[src/eth_pkg.sv]
// package for the error and thermal signalling pin block
package eth_pkg;
    // assertion time of a machine-check class error pulse
    localparam int unsigned MCE_PULSE_CYCLES = 16;
    localparam logic [4:0]  MCE_CNT_RESET    = 5'h00;
    localparam logic [4:0]  MCE_CNT_LAST     = 5'(MCE_PULSE_CYCLES - 1);

    typedef enum logic [2:0] {
        ETH_IDLE  = 3'b001,
        ETH_PULSE = 3'b010,
        ETH_HOLD  = 3'b100
    } eth_state_type;

    // error events from the machine-check logic
    typedef struct packed {
        logic machine_check_error_class;
        logic internal_error_class;
    } eth_err_type;

    // thermal inputs from the sensor side
    typedef struct packed {
        logic sensor_at_max;
        logic circuit_enable;
    } eth_therm_type;
endpackage : eth_pkg

[src/eth_error_thermal.sv]
// catastrophic error and processor-hot pin logic
`timescale 1ns/1ps
`default_nettype none

module eth_error_thermal
    import eth_pkg::*;
(
    input  wire logic          mclk,
    input  wire logic          rst,
    input  wire eth_err_type   err_event,
    input  wire eth_therm_type therm,
    input  wire logic          processor_hot_n_in,
    output var  logic          catastrophic_error_n_out,
    output var  logic          catastrophic_error_n_oe,
    output var  logic          processor_hot_n_out,
    output var  logic          processor_hot_n_oe,
    output var  logic          thermal_control_circuit_active
);

    eth_state_type state;
    eth_state_type next_state;
    logic [4:0]    pulse_cnt;
    logic          hot_meta;
    logic          hot_sync_n;
    logic          own_hot;
    logic          ext_hot_req;

    // saturating step shared by the pulse timer and the run counter
    function automatic logic [4:0] step_count(input logic [4:0] value);
        if (value == 5'h1f) begin
            return value;
        end
        return value + 5'h01;
    endfunction

    // internal class outranks a pulse already running: the error is fatal
    always_comb begin
        next_state = state;
        unique case (state)
            ETH_IDLE: begin
                if (err_event.internal_error_class) begin
                    next_state = ETH_HOLD;
                end else if (err_event.machine_check_error_class) begin
                    next_state = ETH_PULSE;
                end
            end
            ETH_PULSE: begin
                if (err_event.internal_error_class) begin
                    next_state = ETH_HOLD;
                end else if (pulse_cnt == MCE_CNT_LAST) begin
                    next_state = ETH_IDLE;
                end
            end
            ETH_HOLD: next_state = ETH_HOLD;
            default:  next_state = ETH_IDLE;
        endcase
    end

    // warm and cold reset both arrive on rst
    always_ff @(posedge mclk or posedge rst) begin
        if (rst) begin
            state <= ETH_IDLE;
        end else begin
            state <= next_state;
        end
    end

    always_ff @(posedge mclk or posedge rst) begin
        if (rst) begin
            pulse_cnt <= MCE_CNT_RESET;
        end else if (state == ETH_PULSE && next_state == ETH_PULSE) begin
            pulse_cnt <= step_count(pulse_cnt);
        end else begin
            pulse_cnt <= MCE_CNT_RESET;
        end
    end

    // pin level registered; out stays 0 so only the enable toggles
    always_ff @(posedge mclk or posedge rst) begin
        if (rst) begin
            catastrophic_error_n_oe  <= 1'b0;
            catastrophic_error_n_out <= 1'b0;
        end else begin
            catastrophic_error_n_oe  <= (next_state != ETH_IDLE);
            catastrophic_error_n_out <= 1'b0;
        end
    end

    always_ff @(posedge mclk or posedge rst) begin
        if (rst) begin
            hot_meta   <= 1'b1;
            hot_sync_n <= 1'b1;
        end else begin
            hot_meta   <= processor_hot_n_in;
            hot_sync_n <= hot_meta;
        end
    end

    // own drive masks the sampled line; a short blind spot after release
    // of our own drive is accepted rather than self-triggering
    always_ff @(posedge mclk or posedge rst) begin
        if (rst) begin
            own_hot             <= 1'b0;
            processor_hot_n_oe  <= 1'b0;
            processor_hot_n_out <= 1'b0;
        end else begin
            own_hot             <= therm.sensor_at_max;
            processor_hot_n_oe  <= therm.sensor_at_max;
            processor_hot_n_out <= 1'b0;
        end
    end

    logic [1:0] own_hist;
    always_ff @(posedge mclk or posedge rst) begin
        if (rst) begin
            own_hist <= 2'b00;
        end else begin
            own_hist <= {own_hist[0], own_hot};
        end
    end

    assign ext_hot_req = !hot_sync_n && !own_hot && (own_hist == 2'b00);

    always_ff @(posedge mclk or posedge rst) begin
        if (rst) begin
            thermal_control_circuit_active <= 1'b0;
        end else begin
            thermal_control_circuit_active <=
                (therm.sensor_at_max && therm.circuit_enable) || ext_hot_req;
        end
    end

    // helper state for the checks below; no pin depends on it
    logic [4:0] ce_run;
    logic       int_err_seen;

    // counts edges with the error pin held; saturates during a hold
    always_ff @(posedge mclk or posedge rst) begin
        if (rst) begin
            ce_run <= MCE_CNT_RESET;
        end else if (catastrophic_error_n_oe) begin
            ce_run <= step_count(ce_run);
        end else begin
            ce_run <= MCE_CNT_RESET;
        end
    end

    // a fatal internal event stays on record until reset
    always_ff @(posedge mclk or posedge rst) begin
        if (rst) begin
            int_err_seen <= 1'b0;
        end else if (err_event.internal_error_class) begin
            int_err_seen <= 1'b1;
        end
    end
endmodule // eth_error_thermal

`default_nettype wire

[config.mk]
export PLATFORM = sky130hd
export DESIGN_NAME = eth_error_thermal
export DESIGN_NICKNAME = d
export VERILOG_FILES = /design/src/eth_pkg.sv /design/src/eth_error_thermal.sv
export SDC_FILE = /design/constraint.sdc
export NUM_CORES = 1
export LEC_CHECK = 0
export BUFFER_PORTS_ARGS = -buffer_cell sky130_fd_sc_hd__buf_4
export CORE_MARGIN = 8
export CORE_UTILIZATION = 40
export CTS_CLUSTER_DIAMETER = 80
export DETAILED_ROUTE_END_ITERATION = 7
export GPL_ROUTABILITY_DRIVEN = 0
export SLEW_MARGIN = 20
export SYNTH_ARGS = -nofsm -noshare
export SYNTH_HDL_FRONTEND = slang
export SYNTH_SLANG_ARGS = --single-unit
[constraint.sdc]
create_clock -name mclk -period 4.5 [get_ports mclk]
set_clock_uncertainty 0.05 [all_clocks]
set_input_delay 0.45 -clock mclk [delete_from_list [all_inputs] [get_ports mclk]]
set_output_delay 0.45 -clock mclk [all_outputs]
set_load 0.02 [all_outputs]
==> metrics.txt <==
PostCTS Resize Cnt=0; number of global-route vias before repair=~430; Post-CTS Repair Setup Buffers=0; synthesis warning total=0; leakage power=between 0.3 and 0.4 nW; Clock Tree Root=sky130_fd_sc_hd__clkbuf_4; proportion of netlist area held by the largest area contributor=0.462; final count of pins violating max slew=0; result of the run=finished clean; fraction of met2 tracks used by global routing=0.114; Setup TNS Final=0 ns; Area Growth Syn to Fin=16.0%; global routing usage on met1=0.0792; final critical-path share of the clock period=0.406; remaining antenna violation count after routing=0; floorplan core area=around 1500 sq um; Vias=between 400 and 500; minimum period implied by the final worst setup slack=1.83 ns; maximum buffer depth of the clock tree=2; Reg clk slew, reported paths=0.08 ns; GR met3 Demand/Resource=0.0584; ant diodes=0; Max transition margin=0.639; Horiz. Die Dim=56.3 um; total number of placement rows=14; total standard cell area after synthesis=about 650 sq um; average wire length per cell after detail routing=roughly 13 um; peak-usage layer in the global routing report=met2; Post-Synthesis Cells=54; fill cell count=between 100 and 150; drt first pass iters=3; Max Clock Freq=548 MHz; Data required, critical path=between 4 and 5 ns; clock buffers created by TritonCTS=3; number of distinct standard cells referenced by the synthesized netlist=26; half-perimeter wire length of the detailed placement result=a little under 800 um; total congestion overflow after global routing=0; setup repair after global routing missed its margin=no; Peak VDD IR=around 0.19 mV; number of endpoints with negative hold slack in the final report=0; cell type with the largest total area after synthesis=sky130_fd_sc_hd__dfrtp_1; global-route usage over all layers=0.0779; violation count after the first detailed-route iteration=2; antenna violations before repair=0; number of nets in the finished design=77; # hold bufs at CTS=0; worst slack, placed=~2.7 ns; total power divided by cell area=423 nW/um^2; final WL=between 1000 and 1500 um; CP max FO=5; total of max-cap violations=0; maximum number of pins on one net before global-route repair=16; endpoint kind of the worst setup timing path=flop; mean instance size in the synthesized netlist=around 12 sq um; IO Count=12; number of standard cells in the final layout excluding fillers=82; kind of start point of the critical path=flop; per-cell via count in the routed design=just over 5; clock tree from TritonCTS=yes; effective utilization at floorplan=0.431; path type of the worst min-delay path=input port to asynchronous set/reset pin; Worst-Skew Late Latency=around 0.28 ns; H-tree level count=1; first-pass GRT wire length=1900 um; signal arrival time at the worst endpoint=between 1.5 and 2 ns; Synth Register Bits=15; Slew @ Worst Pin=0.542 ns; Die Area=around 3200 sq um; top area cells in the synthesized netlist=sky130_fd_sc_hd__dfrtp_1 46%, sky130_fd_sc_hd__dfstp_2 12%, sky130_fd_sc_hd__ha_1 5.8%; Placed Cells=78; Residual DRC=0; sequential fraction of the synthesis area=0.584; critical path start-end classification=flop to flop; count of clock tree sinks=15; ratio of cells with drive above 1 in the final layout=0.318; final critical-path setup slack=roughly 2.7 ns; total of endpoints with negative setup slack in the final report=0; vertical die dimension=roughly 56 um; input/output buffers=9
## layout by cell type (no fill, tap or decap)
cell	n
sky130_fd_sc_hd__dfrtp_1	12
sky130_fd_sc_hd__nor2_1	6
sky130_fd_sc_hd__buf_4	9
sky130_fd_sc_hd__o41ai_1	1
sky130_fd_sc_hd__a21oi_1	1
sky130_fd_sc_hd__a21o_2	1
sky130_fd_sc_hd__o22a_1	1
sky130_fd_sc_hd__clkbuf_4	3
sky130_fd_sc_hd__nand4b_1	1
sky130_fd_sc_hd__or4_4	1
sky130_fd_sc_hd__clkinv_2	1
sky130_fd_sc_hd__xor2_1	2
sky130_fd_sc_hd__nand2b_1	2
sky130_fd_sc_hd__nor2b_1	2
sky130_fd_sc_hd__o22a_2	2
sky130_fd_sc_hd__nand3b_1	1
sky130_fd_sc_hd__nand2_1	2
sky130_fd_sc_hd__and3_1	1
sky130_fd_sc_hd__conb_1	2
sky130_fd_sc_hd__inv_1	2
sky130_fd_sc_hd__mux2i_1	1
sky130_fd_sc_hd__xnor2_1	1
sky130_fd_sc_hd__o22ai_1	1
sky130_fd_sc_hd__ha_1	3
sky130_fd_sc_hd__nor3_1	1
sky130_fd_sc_hd__nand2b_2	1
sky130_fd_sc_hd__dfstp_2	3
sky130_fd_sc_hd__o21ai_0	2
## routing by layer
metal | vias to the layer above | wire [um]
met5 | - | 0
met4 | 0 | 17
met3 | 2 | 86
met2 | 8 | 509
met1 | 196 | 434
li1 | 207 | -
## sequential cells by signal (all words and copies together), names as in the netlist
| name | count |
|---|---|
| catastrophic_error_n_oe | 1 |
| hot_meta | 1 |
| hot_sync_n | 1 |
| own_hist | 2 |
| own_hot | 1 |
| pulse_cnt | 5 |
| state | 3 |
| thermal_control_circuit_active | 1 |
## kinds of logic (layout without fill, tap and decap cells)
logic type / after synthesis / count (layout) / synth area share
AO/OA/AOI/OAI: 9 / 9 / 0.104
XOR/XNOR: 3 / 3 / 0.0405
adder cells (fa/ha/maj): 3 / 3 / 0.0578
buffers and inverters: 4 / 15 / 0.0347
flip-flops: 15 / 15 / 0.584
multiplexers: 1 / 1 / 0.0154
other: 1 / 2 / 0.00577
AND/OR/NAND/NOR: 18 / 18 / 0.158
## synthesized netlist by cell type
library cell and count:
sky130_fd_sc_hd__conb_1 1, sky130_fd_sc_hd__xnor2_1 1, sky130_fd_sc_hd__o22ai_1 1, sky130_fd_sc_hd__nor3_1 1, sky130_fd_sc_hd__xor2_1 2, sky130_fd_sc_hd__a21oi_1 1
sky130_fd_sc_hd__dfrtp_1 12, sky130_fd_sc_hd__nand2b_2 1, sky130_fd_sc_hd__mux2i_1 1, sky130_fd_sc_hd__dfstp_2 3, sky130_fd_sc_hd__nor2b_1 2, sky130_fd_sc_hd__o21ai_0 2
sky130_fd_sc_hd__nand4b_1 1, sky130_fd_sc_hd__o22a_1 1, sky130_fd_sc_hd__nand2_1 2, sky130_fd_sc_hd__o22a_2 2, sky130_fd_sc_hd__buf_4 2, sky130_fd_sc_hd__or4_4 1
sky130_fd_sc_hd__nor2_1 6, sky130_fd_sc_hd__o41ai_1 1, sky130_fd_sc_hd__nand2b_1 2, sky130_fd_sc_hd__inv_1 2, sky130_fd_sc_hd__ha_1 3, sky130_fd_sc_hd__nand3b_1 1
sky130_fd_sc_hd__a21o_2 1, sky130_fd_sc_hd__and3_1 1
## layout make-up
cell class / count / area [sq um] / share of cell area
clock inverters: 1 / 5.00 / 0.00664
inverters: 2 / 7.51 / 0.00997
clock buffers: 3 / 22.5 / 0.0299
well taps: 16 / 20.0 / 0.0266
flip-flops and latches: 15 / 379 / 0.503
multi-input cells: 36 / 251 / 0.334
repair buffers: 9 / 67.6 / 0.0897
## power by group
group	total [mW]	switching [mW]	internal [mW]	leakage, nW
registers	0.174	0.0171	0.157	0.188
clock network	0.0737	0.0408	0.0330	0.0177
logic	0.0711	0.0312	0.0399	0.155
total	0.319	0.0891	0.230	0.360
## worst paths after layout
check / from / end / slack, ns / cells past startpoint
worst min register to register: hot_meta$_DFF_PP1_ / hot_sync_n$_DFF_PP1_ / 0.31 / 0
worst max-delay path: pulse_cnt[0]$_DFFE_PP0P_ / pulse_cnt[2]$_DFFE_PP0P_ / 2.67 / 5
max in group asynchronous: rst / hot_meta$_DFF_PP1_ / 3.87 / 2
worst min-delay path: rst / state[1]$_DFF_PP0_ / 0.16 / 2
worst max register to register: pulse_cnt[0]$_DFFE_PP0P_ / pulse_cnt[2]$_DFFE_PP0P_ / 2.67 / 5
min in group mclk: processor_hot_n_in / hot_meta$_DFF_PP1_ / 0.22 / 1
## critical path, cell delays in order, from the launching register on
cell	delay, ns
sky130_fd_sc_hd__dfrtp_1	0.41
sky130_fd_sc_hd__ha_1	0.21
sky130_fd_sc_hd__and3_1	0.20
sky130_fd_sc_hd__ha_1	0.20
sky130_fd_sc_hd__or4_4	0.56
sky130_fd_sc_hd__nor2_1	0.13
## through the flow
step,power (mW),util,hold slack (ns),instance area (sq um)
floorplan,0.226,-,0.295,653
global placement,0.249,0.482,0.297,726
detailed placement,0.249,0.482,0.297,726
CTS,0.327,0.500,0.173,753
global route,0.344,0.500,0.192,753
finish,0.319,0.500,0.160,753
Note: power is estimated with default switching activity, not from simulation.
